[src/eib_pkg.sv]
// Constants for the encoder input register bank.
// Assumes one 25 MHz system clock and a frame decoder on the same clock.
//
// Function
// - Input registers are read-only; reads use function 04, writes change nothing.
// - Alarm bit 0 set while any stored setting is invalid.
// - Alarm bit 1 set on memory fault and held until reset.
// - Alarm bit 2 set when the Hall sensor scale reading fails.
// - Alarm bit 3 set when head sits beyond allowed gap from scale.
// - Diagnostic indicator shows fault while any alarm bit is active.
// - With watchdog enabled, alarm bit 11 set after 1 s without messages.
// - Watchdog alarm clears by itself once communication resumes.
// - Invalid-settings alarm stays until the master writes valid values.
// - Register 0001 returns the signed 16-bit scaled present position.
// - Register 0002 is reserved; no velocity function.
// - Register 0003 flags invalid settings on bits 1 to 6.
// - Register 0004 holds firmware edition high byte, revision low byte.
// - Register 0005 holds board edition high byte, revision low byte.
// - Status low byte mirrors operating settings; bit 8 shows any alarm.
// - Status bit 0 shows whether output scaling is enabled.
// - Settings not saved are lost at power loss; master must save.
// - Status bit 1 shows the configured counting direction.

package eib_pkg;

  // ----------------------------------------------------------------------
  // Word and map layout
  // ----------------------------------------------------------------------
  localparam int unsigned WORD_W = 16;
  localparam logic [15:0] ADDR_ALARM = 16'h0000;
  localparam logic [15:0] ADDR_POSITION = 16'h0001;
  localparam logic [15:0] ADDR_SPEED = 16'h0002;
  localparam logic [15:0] ADDR_BAD_MAP = 16'h0003;
  localparam logic [15:0] ADDR_FW = 16'h0004;
  localparam logic [15:0] ADDR_HW = 16'h0005;
  localparam logic [15:0] ADDR_STATE = 16'h0006;
  localparam logic [15:0] RESERVED_VALUE = 16'h0000;

  // ----------------------------------------------------------------------
  // Field positions
  // ----------------------------------------------------------------------
  localparam int unsigned ALM_CFG_BIT = 0;
  localparam int unsigned ALM_FLASH_BIT = 1;
  localparam int unsigned ALM_HALL_BIT = 2;
  localparam int unsigned ALM_MOUNT_BIT = 3;
  localparam int unsigned ALM_WDOG_BIT = 11;
  localparam int unsigned MAP_LO_BIT = 1;
  localparam int unsigned MAP_W = 6;
  localparam int unsigned ST_SCALE_BIT = 0;
  localparam int unsigned ST_DIR_BIT = 1;
  localparam int unsigned ST_ALARM_BIT = 8;
  localparam int unsigned OP_W = 8;

  // ----------------------------------------------------------------------
  // Reset values (version words: edition high byte, revision low byte)
  // ----------------------------------------------------------------------
  localparam logic [15:0] FW_VERSION_RST = 16'h0100;
  localparam logic [15:0] BOARD_EDITION_RST = 16'h0101;
  localparam logic [15:0] ALARM_RST = 16'h0000;

  // ----------------------------------------------------------------------
  // Timing
  // ----------------------------------------------------------------------
  localparam int unsigned CLK_HZ = 25_000_000;
  localparam int unsigned TICK_US = 1000;
  localparam int unsigned TICK_CYC = CLK_HZ / 1_000_000 * TICK_US;
  localparam int unsigned WDOG_TIMEOUT_MS = 1000;

endpackage

[src/eib_input_bank.sv]
// Read-only input register bank of the linear encoder slave.
// Assumes a frame decoder on clk_sys_i that issues one word read at a time.
`timescale 1ns/1ps

module eib_input_bank #(
  parameter int unsigned TICK_CYC = eib_pkg::TICK_CYC,
  parameter int unsigned WDOG_TIMEOUT_MS = eib_pkg::WDOG_TIMEOUT_MS,
  parameter logic [15:0] FW_VERSION = eib_pkg::FW_VERSION_RST,
  parameter logic [15:0] BOARD_EDITION = eib_pkg::BOARD_EDITION_RST
) (
  // Clock and reset
  input wire logic clk_sys_i,
  input wire logic rst_n_i,
  // Register access from frame decoder
  input wire logic rd_req_i,
  input wire logic [15:0] rd_addr_i,
  input wire logic wr_req_i,
  output logic rd_ack_o,
  output logic rd_err_o,
  output logic [eib_pkg::WORD_W-1:0] rd_data_o,
  output logic wr_refused_o,
  // Bus activity and control word
  input wire logic msg_rx_i,
  input wire logic wdog_en_i,
  // Stored settings
  input wire logic [eib_pkg::OP_W-1:0] op_params_i,
  input wire logic [eib_pkg::MAP_W-1:0] bad_setting_i,
  // Measurement faults and position
  input wire logic signed [15:0] position_i,
  input wire logic flash_fault_i,
  input wire logic hall_fault_i,
  input wire logic mount_fault_i,
  // Diagnostic indicator
  output logic led_fault_o
);

  import eib_pkg::*;

  localparam int unsigned MSW = (WDOG_TIMEOUT_MS > 1) ?
    $clog2(WDOG_TIMEOUT_MS) : 1;
  localparam logic [MSW-1:0] MS_LAST = MSW'(WDOG_TIMEOUT_MS - 1);

  logic [WORD_W-1:0] alarm_flags;
  logic cfg_alarm;
  logic flash_alarm;
  logic hall_alarm;
  logic mount_alarm;
  logic wdog_alarm;
  logic [WORD_W-1:0] bad_map_word;
  logic [WORD_W-1:0] state_word;
  logic [WORD_W-1:0] next_rd_data;
  logic next_rd_err;
  logic ms_tick;
  logic wdog_clr;
  logic wdog_expire;
  logic [MSW-1:0] ms_cnt;

  // --------------------------------------------------------------------
  // Watchdog time base
  // --------------------------------------------------------------------
  // Any message or a disabled watchdog restarts the whole timeout
  assign wdog_clr = msg_rx_i || !wdog_en_i;

  eib_tick_div #(
    .DIV(TICK_CYC)
  ) u_ms_div (
    .clk_sys_i(clk_sys_i),
    .rst_n_i(rst_n_i),
    .clr_i(wdog_clr),
    .tick_o(ms_tick)
  );

  always_ff @(posedge clk_sys_i or negedge rst_n_i) begin
    if (!rst_n_i) begin
      ms_cnt <= '0;
    end else if (wdog_clr || (ms_tick && ms_cnt == MS_LAST)) begin
      ms_cnt <= '0;
    end else if (ms_tick) begin
      ms_cnt <= ms_cnt + MSW'(1);
    end
  end

  // Enable comes straight from control word bit 8
  assign wdog_expire = wdog_en_i && ms_tick && ms_cnt == MS_LAST;

  // --------------------------------------------------------------------
  // Alarm word
  // --------------------------------------------------------------------
  // Settings are live inputs; unsaved values vanish with the reset
  always_ff @(posedge clk_sys_i or negedge rst_n_i) begin
    if (!rst_n_i) begin
      cfg_alarm <= 1'b0;
    end else begin
      cfg_alarm <= |bad_setting_i;
    end
  end

  // Memory fault only leaves at power-on reset
  always_ff @(posedge clk_sys_i or negedge rst_n_i) begin
    if (!rst_n_i) begin
      flash_alarm <= 1'b0;
    end else if (flash_fault_i) begin
      flash_alarm <= 1'b1;
    end
  end

  always_ff @(posedge clk_sys_i or negedge rst_n_i) begin
    if (!rst_n_i) begin
      hall_alarm <= 1'b0;
      mount_alarm <= 1'b0;
    end else begin
      hall_alarm <= hall_fault_i;
      mount_alarm <= mount_fault_i;
    end
  end

  // Timeout wins over a message in the same cycle
  always_ff @(posedge clk_sys_i or negedge rst_n_i) begin
    if (!rst_n_i) begin
      wdog_alarm <= 1'b0;
    end else if (wdog_expire) begin
      wdog_alarm <= 1'b1;
    end else if (wdog_clr) begin
      wdog_alarm <= 1'b0;
    end
  end

  // Word assembly; unused alarm positions stay zero
  always_comb begin
    alarm_flags = ALARM_RST;
    alarm_flags[ALM_CFG_BIT] = cfg_alarm;
    alarm_flags[ALM_FLASH_BIT] = flash_alarm;
    alarm_flags[ALM_HALL_BIT] = hall_alarm;
    alarm_flags[ALM_MOUNT_BIT] = mount_alarm;
    alarm_flags[ALM_WDOG_BIT] = wdog_alarm;
  end

  // --------------------------------------------------------------------
  // Diagnostic indicator
  // --------------------------------------------------------------------
  always_ff @(posedge clk_sys_i or negedge rst_n_i) begin
    if (!rst_n_i) begin
      led_fault_o <= 1'b0;
    end else begin
      led_fault_o <= |alarm_flags;
    end
  end

  // --------------------------------------------------------------------
  // Derived words
  // --------------------------------------------------------------------
  always_comb begin
    bad_map_word = '0;
    bad_map_word[MAP_LO_BIT +: MAP_W] = bad_setting_i;
  end

  // Low byte mirrors settings: bit 0 scaling, bit 1 direction
  always_comb begin
    state_word = '0;
    state_word[OP_W-1:0] = op_params_i;
    state_word[ST_ALARM_BIT] = |alarm_flags;
  end

  // --------------------------------------------------------------------
  // Read decode
  // --------------------------------------------------------------------
  always_comb begin
    next_rd_data = RESERVED_VALUE;
    next_rd_err = 1'b0;
    case (rd_addr_i)
      ADDR_ALARM: next_rd_data = alarm_flags;
      ADDR_POSITION: next_rd_data = position_i;
      ADDR_SPEED: next_rd_data = RESERVED_VALUE;
      ADDR_BAD_MAP: next_rd_data = bad_map_word;
      ADDR_FW: next_rd_data = FW_VERSION;
      ADDR_HW: next_rd_data = BOARD_EDITION;
      ADDR_STATE: next_rd_data = state_word;
      default: next_rd_err = 1'b1;
    endcase
  end

  always_ff @(posedge clk_sys_i or negedge rst_n_i) begin
    if (!rst_n_i) begin
      rd_ack_o <= 1'b0;
      rd_err_o <= 1'b0;
    end else begin
      rd_ack_o <= rd_req_i;
      rd_err_o <= rd_req_i && next_rd_err;
    end
  end

  // Data held until the next read
  always_ff @(posedge clk_sys_i or negedge rst_n_i) begin
    if (!rst_n_i) begin
      rd_data_o <= '0;
    end else if (rd_req_i) begin
      rd_data_o <= next_rd_data;
    end
  end

  // --------------------------------------------------------------------
  // Write refusal
  // --------------------------------------------------------------------
  // Writes never touch any word; decoder answers with an exception
  always_ff @(posedge clk_sys_i or negedge rst_n_i) begin
    if (!rst_n_i) begin
      wr_refused_o <= 1'b0;
    end else begin
      wr_refused_o <= wr_req_i;
    end
  end
endmodule // eib_input_bank

[src/eib_tick_div.sv]
// Divider making a one-cycle enable pulse every DIV clock cycles.
// Assumes clr_i comes from logic on the same clock.
`timescale 1ns/1ps

module eib_tick_div #(
  parameter int unsigned DIV = 25000
) (
  // Clock and reset
  input wire logic clk_sys_i,
  input wire logic rst_n_i,
  // Control
  input wire logic clr_i,
  // Enable pulse
  output logic tick_o
);

  localparam int unsigned CW = (DIV > 1) ? $clog2(DIV) : 1;
  localparam logic [CW-1:0] LAST = CW'(DIV - 1);

  logic [CW-1:0] cnt;

  // --------------------------------------------------------------------
  // Counter
  // --------------------------------------------------------------------
  always_ff @(posedge clk_sys_i or negedge rst_n_i) begin
    if (!rst_n_i) begin
      cnt <= '0;
    end else if (clr_i || cnt == LAST) begin
      cnt <= '0;
    end else begin
      cnt <= cnt + CW'(1);
    end
  end

  always_ff @(posedge clk_sys_i or negedge rst_n_i) begin
    if (!rst_n_i) begin
      tick_o <= 1'b0;
    end else begin
      tick_o <= !clr_i && cnt == LAST;
    end
  end
endmodule // eib_tick_div

[config.mk]
export PLATFORM = sky130hd
export DESIGN_NAME = eib_input_bank
export DESIGN_NICKNAME = d
export VERILOG_FILES = /design/src/eib_pkg.sv /design/src/eib_input_bank.sv /design/src/eib_tick_div.sv
export SDC_FILE = /design/constraint.sdc
export NUM_CORES = 1
export LEC_CHECK = 0
export BUFFER_PORTS_ARGS = -buffer_cell sky130_fd_sc_hd__buf_2
export CORE_MARGIN = 5
export CORE_UTILIZATION = 51
export DETAILED_ROUTE_END_ITERATION = 10
export PLACE_DENSITY = 0.88
export SLEW_MARGIN = 10
export SYNTH_ARGS = -nofsm -noshare
export SYNTH_HDL_FRONTEND = slang
export SYNTH_SLANG_ARGS = --single-unit
[constraint.sdc]
create_clock -name clk_sys_i -period 1.85 [get_ports clk_sys_i]
set_input_delay 0.2775 -clock clk_sys_i [delete_from_list [all_inputs] [get_ports clk_sys_i]]
set_output_delay 0.2775 -clock clk_sys_i [all_outputs]
set_load 0.02 [all_outputs]
## Word level (Yosys, flattened, before mapping)

Cells that the tools add are included.
Widths: inputs -> output; s select.

- Register bits after elaboration: 51
- Input bits: 55
- Output and inout bits: 20
- Logic and storage cells: 46

- Add/subtract/negate cells: 2
- Equality and inequality tests: 8
- Muxes and demuxes: 7
- Reductions and logical operators: 16

Operator list:

| cell | count |
|---|---|
| $pmux 16 s6 | 1 |
| $eq 16x3->1 const B | 3 |
| $eq 16x2->1 const B | 2 |
| $mux 10 | 2 |
| $eq 16x1->1 const B | 1 |
| $logic_not 16->1 | 1 |
| $add 15x1->15 const B | 1 |
| $eq 15x15->1 const B | 1 |
| $mux 15 | 1 |
| $add 10x1->10 const B | 1 |
| $eq 10x10->1 const B | 1 |
| $reduce_or 7->1 | 1 |
| $reduce_or 6->1 | 1 |
| $logic_and 1x1->1 | 5 |
| $reduce_or 5->1 | 1 |
| $reduce_bool 2->1 | 2 |
| $logic_or 1x1->1 | 3 |
| $mux 1 | 3 |
| $logic_not 1->1 | 2 |

## Longest topological paths before layout

Gate-level depths: netlist of the first run.

- Depth after elaboration: 4
- Gate-level depth with buffers: 7
- Mapped depth without buffers: 5

## Modules after synthesis

Synthesis of the first run repeated with hierarchy kept, for this count alone.

- Cell total of the unflattened synthesis: 262
- Area, all modules: 2544.9 µm²

By module, submodules not included:

| module | instances | cells each | area each (µm²) | seq. area each (µm²) |
|---|---|---|---|---|
| eib_input_bank | 1 | 186 | 1766.7 | 875.8 |
| eib_tick_div | 1 | 76 | 778.2 | 400.4 |

## Worst setup path before layout of the first run

OpenSTA, ideal clock, no wires.

- Path kind: input-to-reg
- From: input rd_addr_i[13]
- To: register rd_data_o[1] (netlist name)
- Library setup time: 0.083 ns
- Arrival time: 1.613 ns
- Required time: 1.767 ns
- Setup slack: 0.154 ns
- Cell stages on the path: 5
- Buffers on the path: 1
- Cell sequence: or4_4 > nor4_4 > buf_6 > a22oi_1 > o22ai_1

- Longest elaborated chain between the ends: 2
- Elaborated cells on any way between the ends: 7
- Classes of those cells: 5 x eq/ne; 1 x mux; 1 x reduce/logical

Ends and longest elaborated chain:

| item | RTL line | RTL |
|---|---|---|
| start, declared | eib_input_bank.sv:16 | `input wire logic [15:0] rd_addr_i,` |
| $eq 16x3->1, or another cell as far along | eib_input_bank.sv:170 | `case (rd_addr_i)` |
| $pmux 16 s6 * | eib_input_bank.sv:170 |  |
| end signal, assigned | eib_input_bank.sv:197 | `rd_data_o <= next_rd_data;` |
| end, declared | eib_input_bank.sv:20 | `output logic [eib_pkg::WORD_W-1:0] rd_data_o,` |

Every way passes the cells marked *; elsewhere a longest branch is shown, timed or not.
A chain may end at the register's enable or synchronous reset.

## Worst setup path after layout of the first run

- From: register ms_cnt[0]
- To: register ms_cnt[3]

- Longest elaborated chain between the ends: 4
- Elaborated cells on any way between the ends: 7
- Classes of those cells: 1 x add/sub; 1 x eq/ne; 2 x mux; 3 x reduce/logical

Ends and longest elaborated chain:

| item | RTL line | RTL |
|---|---|---|
| start, declared | eib_input_bank.sv:56 | `logic [MSW-1:0] ms_cnt;` |
| start signal, assigned | eib_input_bank.sv:79 | `ms_cnt <= ms_cnt + MSW'(1);` |
| branches (longest 4 deep; another with $add 10x1->10) | - |  |

Parallel ways; which one is timed is not known. The select of a mux whose other input is x is not followed.

==> reports/metrics.yaml, run 1 <==
drt_drc_violations_left: 0
ys_async_sr_fraction_pct: 100
avgRoutedWirePerCell_um: 15.4
tritoncts.num_buffers: 5
globalRouteTotalUtil_pct: 20.0
finalMaxSlewViolations: 0
antenna_violating_nets_post_route: 0
cap_violations: 0
yosys_most_used_dff: "sky130_fd_sc_hd__dfrtp_1"
drt_iter0_drc: 93
die_w_um: 80.6
via_count: 2229
detailedRoute.firstPassIterationCount: 4
synth_warnings: 0
synthCells: 249
num_rows: 25
cts-root-to-sink-buffers: 2
worst_skew_pair.late_latency_ns: 0.31
synth_top_cells_by_area: "sky130_fd_sc_hd__dfrtp_1, sky130_fd_sc_hd__nor2_1, sky130_fd_sc_hd__xnor2_1"
post-route-min-period_ns: 1.59
netlist.area_leader.share_pct: 50.2
multiInputGateArea_um2: 1170
synth_top_area_cell: "sky130_fd_sc_hd__dfrtp_1"
tightest_slew_ns: 0.381
final_design_area_no_fill_um2: 3190
yosysSeqAreaShare_pct: 50.2
syn_to_final_growth_pct: 25.2
worstHoldPathType: "primary input to flop"
finalWirelength_um: 6220
final-hold-violation-count: 0
timing_worst_setup_path_type: "flop to flop"
fin_skew_ns: 0.0137
grt_first_pass_wirelength_um: 10100
cts_root_buffer: "sky130_fd_sc_hd__clkbuf_8"
worstSetupStartpointType: "flop"
path_max_fanout: 8
layout.filler_cells: 400
top_level_ports: 75
tritoncts: "built"
cp_data_arrival_time_ns: 1.78
path_clk_slew_ns: 0.10
register_area_um2: 1280
globalRouteOverflowTotal: 0
postCtsSetupRepairBufs: 0
synth_edf_count: 0
gp_congestion: 0.828
grt_setup_unrepaired: "no"
total_leakage_power_uw: 0.00141
slew_headroom_pct: 74.5
largest_net_degree_at_the_start_of_global_routing: 42
diodes: 0
initial_utilization_pct: 53.2
grt_pass1_vias: 2344
critPathRequiredTime_ns: 2.04
max_freq_ghz: 0.629
syn_area_per_cell_um2: 10.2
post_synth_num_cell_types: 43
die_area_um2: 6500
dpl_worst_slack_ns: -0.0292
detail_route.vias_per_cell: 5.52
fraction_of_layout_cells_with_a_size_suffix_above_1_pct: 33.5
vdd.ir_drop.worst_mv: 0.440
floorplan.die.height_um: 80.6
grt_antenna_before_repair: 0
power.density_cell_area_nw_per_um2: 628
critPathCaptureType: "flop"
netlist_area_um2: 2540
synth.ff_latch_count: 51
synth_fp_nets: 306
htree_num_levels: 2
design.final.nets: 393
final.setup.worst_slack_ns: 0.260
final_min_period_over_clock_period_pct: 85.9
placeableCoreArea_um2: 4790
place_area_um2: 3070
run_status: "finished clean"
final-setup-viol-count: 0
dp.final_hpwl_um: 4740
port_buffers: 74
clock-sinks: 51
[logic make-up after synthesis]
kind of cell / share of synthesized area (%)
AO/OA/AOI/OAI: 10.2
adder cells (fa/ha/maj): 0.984
multiplexers: 3.54
XOR/XNOR: 6.89
buffers and inverters: 3.84
AND/OR/NAND/NOR: 24.3
flip-flops: 50.2
[worst max-delay path, cell delays in order, from the launching register on]
cell,delay (ns)
sky130_fd_sc_hd__dfrtp_1,0.40
sky130_fd_sc_hd__ha_1,0.20
sky130_fd_sc_hd__nand4_1,0.08
sky130_fd_sc_hd__or4_1,0.51
sky130_fd_sc_hd__nand2_2,0.21
sky130_fd_sc_hd__nor2_1,0.07
[report_power, final]
| part | switching (uW) | internal [uW] | leakage (uW) |
|---|---|---|---|
| logic | 110 | 91.6 | 0.000676 |
| clock network | 364 | 306 | 0.0000474 |
| registers | 5.35 | 1120 | 0.000682 |
[stage by stage]
| stage | cells | power [uW] | TNS [ns] | hold WS [ns] | utilization (%) |
|---|---|---|---|---|---|
| finish | 404 | 2000 | 0 | 0.0675 | 66.6 |
| global route | 404 | 2080 | 0 | 0.0561 | 66.6 |
| CTS | 404 | 2020 | 0 | 0.0591 | 66.5 |
| detailed placement | 395 | 1350 | -0.0820 | 0.176 | 64.2 |
| global placement | 395 | 1350 | -0.00280 | 0.172 | 64.2 |
| floorplan | 249 | 1230 | 0 | -0.0181 | - |
[what timing repair did]
item | CTS | global route
hold endpoints to repair | 10 | 0
endpoints found under the setup margin | 0 | 8
hold buffers | 1 | 0
gates resized for setup | 0 | 1
[routing by layer]
layer / share of wire, % / wire (um) / GRT usage [%]
met5: 0 / 0 / 0
met4: 2.0 / 122 / 8.78
met3: 7.6 / 470 / 3.81
met2: 49 / 3040 / 35.2
met1: 42 / 2590 / 23.6
[synthesized netlist by cell type (3+ instances only)]
master / count
sky130_fd_sc_hd__clkbuf_1: 8
sky130_fd_sc_hd__nand2_1: 11
sky130_fd_sc_hd__xnor2_1: 12
sky130_fd_sc_hd__mux2_2: 8
sky130_fd_sc_hd__o21ai_0: 9
sky130_fd_sc_hd__or4_1: 3
sky130_fd_sc_hd__nand3_1: 11
sky130_fd_sc_hd__a32oi_1: 4
sky130_fd_sc_hd__nor2_1: 29
sky130_fd_sc_hd__nor3_1: 3
sky130_fd_sc_hd__xor2_1: 8
sky130_fd_sc_hd__a21oi_1: 5
sky130_fd_sc_hd__a22o_1: 3
sky130_fd_sc_hd__nor3b_1: 3
sky130_fd_sc_hd__nand4_1: 13
sky130_fd_sc_hd__nand2b_1: 4
sky130_fd_sc_hd__dfrtp_1: 51
sky130_fd_sc_hd__a22oi_1: 3
sky130_fd_sc_hd__nor4_1: 4
sky130_fd_sc_hd__or3_1: 3
sky130_fd_sc_hd__inv_1: 15
sky130_fd_sc_hd__o22ai_1: 7
[flip-flops by register name, indices dropped and copies added, names as in the netlist]
register	cells
rd_data_o	16
u_ms_div.cnt	15
ms_cnt	10
cfg_alarm	1
flash_alarm	1
hall_alarm	1
led_fault_o	1
mount_alarm	1
rd_ack_o	1
rd_err_o	1
u_ms_div.tick_o	1
wdog_alarm	1
wr_refused_o	1
[area by class of cell]
| class | count | share of cell area, % |
|---|---|---|
| repair buffers | 89 | 15.6 |
| well taps | 67 | 2.63 |
| clock inverters | 2 | 0.511 |
| clock buffers | 6 | 2.59 |
| multi-input cells | 174 | 36.8 |
| inverters | 15 | 1.77 |
| flip-flops and latches | 51 | 40.1 |
[cell usage in the layout, fill, tap and decap left out, drive strengths merged, types with 4 or more instances in the layout]
master   n
nand4   13
nand2b   4
nand2   11
clkbuf   6
or4      5
a32oi    4
inv     15
nand3   11
xor2     8
nor2    29
o21ai    9
o22ai    7
a21oi    5
mux2     8
nor4     7
xnor2   12
dfrtp   51
buf     88
[path summary, 6_finish.rpt]
| kind | cells past startpoint | slack, ns | from | to |
|---|---|---|---|---|
| setup / recovery | 5 | 0.26 | ms_cnt[0] | ms_cnt[3] |
| hold / removal | 1 | 0.07 | mount_fault_i | mount_alarm |
| setup reg to reg | 5 | 0.26 | ms_cnt[0] | ms_cnt[3] |
| hold reg to reg | 1 | 0.48 | u_ms_div.cnt[0] | u_ms_div.cnt[0] |
| max in group asynchronous | 3 | 0.96 | rst_n_i | u_ms_div.cnt[5] |
| min in group asynchronous | 2 | 0.38 | rst_n_i | mount_alarm |
No activity file was read; power rests on OpenSTA's default activity.
==> run 2: changes to the inputs <==
Settings changed: CTS_BUF_LIST set to sky130_fd_sc_hd__clkbuf_16.
==> run 2 against run 1 <==
  * Clock skew fell by 0.0042 ns
  * Clock power up 34%
  * Final cell count did not move
  * Largest power group unchanged
  * Highest routed layer unchanged
==> reports/metrics.yaml, run 2 (synthesis results as in run 1) <==
run_status: "finished clean"  # unchanged
avgRoutedWirePerCell_um: 15.5  # was 15.4 um
detailedRoute.firstPassIterationCount: 4  # unchanged
power.density_cell_area_nw_per_um2: 690  # was 628 nW/um2
via_count: 2206  # was 2229
utilization_pct: 67.5  # was 66.6%
tritoncts: "built"  # unchanged
slew_headroom_pct: 73.2  # was 74.5%
final.setup.tns_ns: 0  # unchanged
post-route-min-period_ns: 1.65  # was 1.59 ns
worstHoldPathType: "primary input to flop"  # unchanged
cp_top_family: "simple AND/OR/NAND/NOR gates"  # unchanged
dpl_worst_slack_ns: -0.0292  # unchanged
grt_first_pass_wirelength_um: 10200  # was 10100 um
top_level_ports: 75  # unchanged
diodes: 0  # unchanged
hold-path-cell-count: 1  # unchanged
vdd.ir_drop.worst_mv: 0.513  # was 0.440 mV
dp.final_hpwl_um: 4740  # unchanged
port_buffers: 74  # unchanged
fraction_of_layout_cells_with_a_size_suffix_above_1_pct: 33.2  # was 33.5%
clock-sinks: 51  # unchanged
path_max_fanout: 7  # was 8
finalWirelength_um: 6280  # was 6220 um
final-hold-violation-count: 0  # unchanged
tightest_slew_ns: 0.401  # was 0.381 ns
worstSetupStartpointType: "primary input"  # was flop
critPathCaptureType: "flop"  # unchanged
final-setup-viol-count: 0  # unchanged
max_ffs_per_register: 16  # unchanged
critPathRequiredTime_ns: 2.05  # was 2.04 ns
final.setup.worst_slack_ns: 0.201  # was 0.260 ns
rr_worst_depth: 5  # unchanged
initial_utilization_pct: 53.2  # unchanged
worst_skew_pair.late_latency_ns: 0.29  # was 0.31 ns
placeableCoreArea_um2: 4790  # unchanged
cp_data_arrival_time_ns: 1.85  # was 1.78 ns
drt_iter0_drc: 125  # was 93
path_clk_slew_ns: 0.07  # was 0.10 ns
crit_path_cell_trace: "buf_2 > or4_4 > nor4_2 > buf_4 > o211ai_2 > o22ai_1"  # was ha_1 > nand4_1 > or4_1 > nand2_2 > nor2_1
die_area_um2: 6500  # unchanged
max_freq_ghz: 0.606  # was 0.629 GHz
syn_to_final_growth_pct: 27.1  # was 25.2%
antenna_violating_nets_post_route: 0  # unchanged
grt_setup_unrepaired: "no"  # unchanged
tritoncts.num_buffers: 5  # unchanged
largest_net_degree_at_the_start_of_global_routing: 42  # unchanged
design.final.nets: 393  # unchanged
power.total_uw: 2230  # was 2000 uW
globalRouteTotalUtil_pct: 20.2  # was 20.0%
cts_root_buffer: "sky130_fd_sc_hd__clkbuf_16"  # was sky130_fd_sc_hd__clkbuf_8
num_rows: 25  # unchanged
slowest_stage: "sky130_fd_sc_hd__or4_4"  # was sky130_fd_sc_hd__or4_1
total_leakage_power_uw: 0.00143  # was 0.00141 uW
grt_antenna_before_repair: 0  # unchanged
finalMaxSlewViolations: 0  # unchanged
die_w_um: 80.6  # unchanged
most_frequent_standard_cell_in_the_layout_excluding_fill_and_tap_cells: "sky130_fd_sc_hd__buf_2"  # unchanged
cts-root-to-sink-buffers: 2  # unchanged
htree_num_levels: 2  # unchanged
fin_skew_ns: 0.00952  # was 0.0137 ns
floorplan.die.height_um: 80.6  # unchanged
globalRouteOverflowTotal: 0  # unchanged
detail_route.vias_per_cell: 5.46  # was 5.52
final_min_period_over_clock_period_pct: 89.1  # was 85.9%
worstPathBufferInverterCount: 2  # was 0
grt_pass1_vias: 2364  # was 2344
drt_drc_violations_left: 0  # unchanged
cap_violations: 0  # unchanged
registers.top_by_ff_count: "rd_data_o"  # unchanged
biggestRegsByFlops: "rd_data_o: 16 flops, u_ms_div.cnt: 15 flops, ms_cnt: 10 flops"  # unchanged
worst_stage_delay_on_the_critical_path_ns: 0.56  # was 0.51 ns
timing.critical_path.depth: 6  # was 5
gp_congestion: 0.828  # unchanged
timing_worst_setup_path_type: "primary input to flop"  # was flop to flop
mostFrequentLayoutCells: "sky130_fd_sc_hd__buf_2, sky130_fd_sc_hd__dfrtp_1, sky130_fd_sc_hd__nor2_1"  # unchanged
layout.filler_cells: 386  # was 400
run 2: changes by cell type in the layout (fill, tap and decap cells not counted), sizes merged:
cell / before / now
clkbuf: 6 / 5
clkinv: 1 / 2
run 2: per-stage QoR:
stage	cell area (um2)	std cells	hold slack [ns]
detailed placement	3070	395	0.176
global placement	3070	395	0.172
CTS	3230	404	0.0843
global route	3230	404	0.0825
finish	3230	404	0.0869
floorplan	2540	249	-0.0181
run 2: what timing repair did:
action | in CTS | in global routing
setup buffers | 0 | 0
hold endpoints to repair | 10 | 0
gates resized for setup | 0 | 1
hold buffers | 1 | 0
endpoints found under the setup margin | 0 | 4
run 2: report_power, final:
group          leakage (uW)  total [uW]  internal [uW]  switching, uW
sequential         0.000682        1130           1130           5.40
combinational      0.000676         202           91.6            110
clock             0.0000674         896            499            397
run 2: worst paths after layout:
kind / end / slack, ns / from
min reg2reg: u_ms_div.cnt[0] / 0.48 / u_ms_div.cnt[0]
max reg2reg: ms_cnt[3] / 0.26 / ms_cnt[0]
max: rd_data_o[5] / 0.20 / rd_addr_i[13]
min in group asynchronous: mount_alarm / 0.40 / rst_n_i
min: mount_alarm / 0.09 / mount_fault_i
max in group asynchronous: u_ms_div.cnt[5] / 0.95 / rst_n_i
run 2: metal layers:
layer  part of all wire (%)  track usage, %  up-vias
met1                     42            23.9     1052
li1                       -               -     1068
met4                    1.9            8.78        0
met5                      0               0        -
met3                    6.5            3.92       11
met2                     49            35.3       75
run 2: area by class of cell:
class                   count  area (um2)  area share [%]
multi-input cells         174        1170            36.3
flip-flops and latches     51        1280            39.5
well taps                  67        83.8            2.59
inverters                  15        56.3            1.74
clock inverters             3        20.0           0.619
clock buffers               5         125            3.87
repair buffers             89         498            15.4
==> run 3: changes to the inputs <==
Settings changed: ABC_AREA set to 1, CORE_UTILIZATION 51 to 52.
==> run 3 against run 2 <==
  * Non-clock buffer count is 12 lower
  * Via count grew 14%
  * Final cell count increased by 24%
  * Hold slack improved by 0.0082 ns
  * Critical endpoint is now ms_cnt[5]
  * Setup slack gained 0.054 ns
  * Critical path type is now flop to flop
  * Clock skew shrank 0.0067 ns
  * Sequential cell count is the same
  * Combinational power is 21% lower
  * Highest routed layer unchanged
  * Synthesized cell count is 41% higher
  * Area after synthesis up 6.8%
  * Routed wire length rose by 2.3%
==> reports/metrics.yaml, run 3 <==
run_status: "finished clean"  # unchanged
mostFrequentLayoutCells: "sky130_fd_sc_hd__nand2_1, sky130_fd_sc_hd__buf_2, sky130_fd_sc_hd__dfrtp_1"  # was sky130_fd_sc_hd__buf_2, sky130_fd_sc_hd__dfrtp_1, sky130_fd_sc_hd__nor2_1
design.final.nets: 485  # was 393
grt_first_pass_wirelength_um: 10600  # was 10200 um
htree_num_levels: 2  # unchanged
worst_stage_delay_on_the_critical_path_ns: 0.40  # was 0.56 ns
register_area_um2: 1280  # unchanged
synth_fp_nets: 408  # was 306
fraction_of_layout_cells_with_a_size_suffix_above_1_pct: 24.7  # was 33.2%
netlist.area_leader.share_pct: 47.0  # was 50.2%
floorplan.die.height_um: 82.3  # was 80.6 um
timing.reg2reg.setup_slack_ns: 0.26  # about the same
worstHoldStart: "wr_req_i"  # was mount_fault_i
slew_headroom_pct: 66.3  # was 73.2%
top_level_ports: 75  # unchanged
path_clk_slew_ns: 0.06  # was 0.07 ns
cts-resized-gates: 0  # unchanged
most_frequent_standard_cell_in_the_layout_excluding_fill_and_tap_cells: "sky130_fd_sc_hd__nand2_1"  # was sky130_fd_sc_hd__buf_2
die_area_um2: 6770  # was 6500 um2
place_area_um2: 3150  # was 3070 um2
die_w_um: 82.3  # was 80.6 um
cp_data_arrival_time_ns: 1.77  # was 1.85 ns
initial_utilization_pct: 53.5  # was 53.2%
rr_worst_depth: 8  # was 5
grt_setup_unrepaired: "no"  # unchanged
synth.ff_latch_count: 51  # unchanged
max_ffs_per_register: 16  # unchanged
placeableCoreArea_um2: 5070  # was 4790 um2
post_synth_num_cell_types: 31  # was 43
globalRouteTotalUtil_pct: 20.1  # was 20.2%
grt_antenna_before_repair: 0  # unchanged
synth_warnings: 0  # unchanged
final-hold-violation-count: 0  # unchanged
netlist_area_um2: 2720  # was 2540 um2
yosysSeqAreaShare_pct: 47.0  # was 50.2%
synth_edf_count: 0  # unchanged
gp_congestion: 0.876  # was 0.828
final_min_period_over_clock_period_pct: 86.2  # was 89.1%
critPathRequiredTime_ns: 2.02  # was 2.05 ns
finalMaxSlewViolations: 0  # unchanged
layout.filler_cells: 459  # was 386
timing.rr.start: "ms_cnt[0]"  # unchanged
via_count: 2521  # was 2206
multiInputGateArea_um2: 1290  # was 1170 um2
tritoncts.num_buffers: 5  # unchanged
drt_drc_violations_left: 0  # unchanged
cap_violations: 0  # unchanged
antenna_violating_nets_post_route: 0  # unchanged
dpl_worst_slack_ns: 0.317  # was -0.0292 ns
syn_area_per_cell_um2: 7.74  # was 10.2 um2
diodes: 0  # unchanged
post-route-min-period_ns: 1.59  # was 1.65 ns
registers.top_by_ff_count: "rd_data_o"  # unchanged
vdd.ir_drop.worst_mv: 0.404  # was 0.513 mV
worst_skew_pair.late_latency_ns: 0.29  # about the same
grt_pass1_vias: 2471  # was 2364
synthCells: 351  # was 249
fin_worst_hold_slack_ns: 0.0951  # was 0.0869 ns
tightest_slew_ns: 0.506  # was 0.401 ns
syn_to_final_growth_pct: 21.7  # was 27.1%
crit-reg2reg-capture: "ms_cnt[5]"  # was ms_cnt[3]
avgRoutedWirePerCell_um: 12.9  # was 15.5 um
max_freq_ghz: 0.627  # was 0.606 GHz
largest_net_degree_at_the_start_of_global_routing: 52  # was 42
postCtsSetupRepairBufs: 0  # unchanged
port_buffers: 74  # unchanged
biggestRegsByFlops: "rd_data_o: 16 flops, u_ms_div.cnt: 15 flops, ms_cnt: 10 flops"  # unchanged
final_design_area_no_fill_um2: 3310  # was 3230 um2
detail_route.vias_per_cell: 5.05  # was 5.46
synth_top_area_cell: "sky130_fd_sc_hd__dfrtp_1"  # unchanged
drt_iter0_drc: 212  # was 125
yosys_most_used_dff: "sky130_fd_sc_hd__dfrtp_1"  # unchanged
synth_top_cells_by_area: "sky130_fd_sc_hd__dfrtp_1, sky130_fd_sc_hd__nand2_1, sky130_fd_sc_hd__nand3_1"  # was sky130_fd_sc_hd__dfrtp_1, sky130_fd_sc_hd__nor2_1, sky130_fd_sc_hd__xnor2_1
timing_worst_setup_path_type: "flop to flop"  # was primary input to flop
hold-path-cell-count: 1  # unchanged
globalRouteOverflowTotal: 0  # unchanged
dp.final_hpwl_um: 4750  # was 4740 um
clock-sinks: 51  # unchanged
path_max_fanout: 8  # was 7
final-setup-viol-count: 0  # unchanged
hold_end: "wr_refused_o"  # was mount_alarm
final.setup.worst_slack_ns: 0.255  # was 0.201 ns
power.total_uw: 2170  # was 2230 uW
slowest_stage: "sky130_fd_sc_hd__dfrtp_1"  # was sky130_fd_sc_hd__or4_4
finalWirelength_um: 6420  # was 6280 um
cp_top_family: "simple AND/OR/NAND/NOR gates"  # unchanged
power.density_cell_area_nw_per_um2: 657  # was 690 nW/um2
worstHoldPathType: "primary input to flop"  # unchanged
ys_async_sr_fraction_pct: 100  # unchanged
fin_skew_ns: 0.00284  # was 0.00952 ns
total_leakage_power_uw: 0.00164  # was 0.00143 uW
cts-root-to-sink-buffers: 2  # unchanged
worstPathBufferInverterCount: 2  # unchanged
critPathCaptureType: "flop"  # unchanged
detailedRoute.firstPassIterationCount: 4  # unchanged
num_rows: 26  # was 25
worstSetupStartpointType: "flop"  # was primary input
final.setup.tns_ns: 0  # unchanged
cpMostUsedCell: "sky130_fd_sc_hd__inv_1"
crit_path_cell_trace: "ha_1 > inv_1 > nor3_1 > nand3_1 > nand2_1 > inv_1 > o21ai_0 > a21oi_1"  # was buf_2 > or4_4 > nor4_2 > buf_4 > o211ai_2 > o22ai_1
synthTopCellsByCount: "sky130_fd_sc_hd__nand2_1, sky130_fd_sc_hd__dfrtp_1, sky130_fd_sc_hd__nor2_1, sky130_fd_sc_hd__nand3_1, sky130_fd_sc_hd__inv_1"  # was sky130_fd_sc_hd__dfrtp_1, sky130_fd_sc_hd__nor2_1, sky130_fd_sc_hd__inv_1, sky130_fd_sc_hd__nand4_1, sky130_fd_sc_hd__xnor2_1
tritoncts: "built"  # unchanged
synthMostInstantiatedCell: "sky130_fd_sc_hd__nand2_1"  # was sky130_fd_sc_hd__dfrtp_1
cts_root_buffer: "sky130_fd_sc_hd__clkbuf_16"  # unchanged
## run 3: repair_timing
action / CTS / global route
setup endpoints to repair: 0 / 0
hold buffers: 1 / 0
endpoints found under the hold margin: 51 / 0
## run 3: worst register-to-register path: stages, from the launching register on
cell and delay, ns:
sky130_fd_sc_hd__dfrtp_1 0.40, sky130_fd_sc_hd__ha_1 0.22, sky130_fd_sc_hd__inv_1 0.07, sky130_fd_sc_hd__nor3_1 0.18, sky130_fd_sc_hd__nand3_1 0.13, sky130_fd_sc_hd__nand2_1 0.12
sky130_fd_sc_hd__inv_1 0.14, sky130_fd_sc_hd__o21ai_0 0.13, sky130_fd_sc_hd__a21oi_1 0.07
## run 3: final cells by class
class                           instances  area share [%]
Multi-Input combinational cell        266            39.0
Sequential cell                        51            38.6
Timing Repair Buffer                   77            12.3
Clock buffer                            5            3.79
Inverter                               27            3.10
Tap cell                               70            2.65
Clock inverter                          3           0.492
## run 3: kinds of logic after synthesis
| kind of cell | synth area share (%) |
|---|---|
| fa+ha+maj | 0.921 |
| flops | 47.0 |
| buf+inv | 5.53 |
| xor+xnor | 2.90 |
| simple gates | 39.1 |
| compound gates | 4.61 |
## run 3: worst max path at each step
stage | startpoint | end | slack [ns] | cells after the start
after CTS | ms_cnt[0] | ms_cnt[5] | 0.27 | 8
after detailed placement | ms_cnt[0] | ms_cnt[0] | 0.32 | 8
after floorplan | ms_cnt[0] | ms_cnt[4] | 0.54 | 7
after global routing | ms_cnt[0] | ms_cnt[5] | 0.18 | 8
final | ms_cnt[0] | ms_cnt[5] | 0.26 | 8
after global placement | ms_cnt[0] | ms_cnt[4] | 0.37 | 7
## run 3: stage by stage
stage	util, %	instances
2_1_floorplan	-	351
3_3_place_gp	62.2	490
3_5_place_dp	62.2	490
4_1_cts	65.1	499
5_1_grt	65.1	499
6_report	65.1	499
## run 3: layer usage
layer / track usage (%) / vias up / wire length, um
li1: - / 1292 / -
met4: 6.48 / 0 / 81
met5: 0 / - / 0
met2: 35.5 / 88 / 3120
met3: 3.90 / 9 / 547
met1: 24.5 / 1132 / 2670
## run 3: report_power, final
group	total (uW)	switching [uW]	leakage (uW)	internal, uW
Sequential	1130	3.38	0.000685	1120
Combinational	159	96.2	0.000885	62.3
Clock	888	393	0.0000726	494
Total	2170	493	0.00164	1680
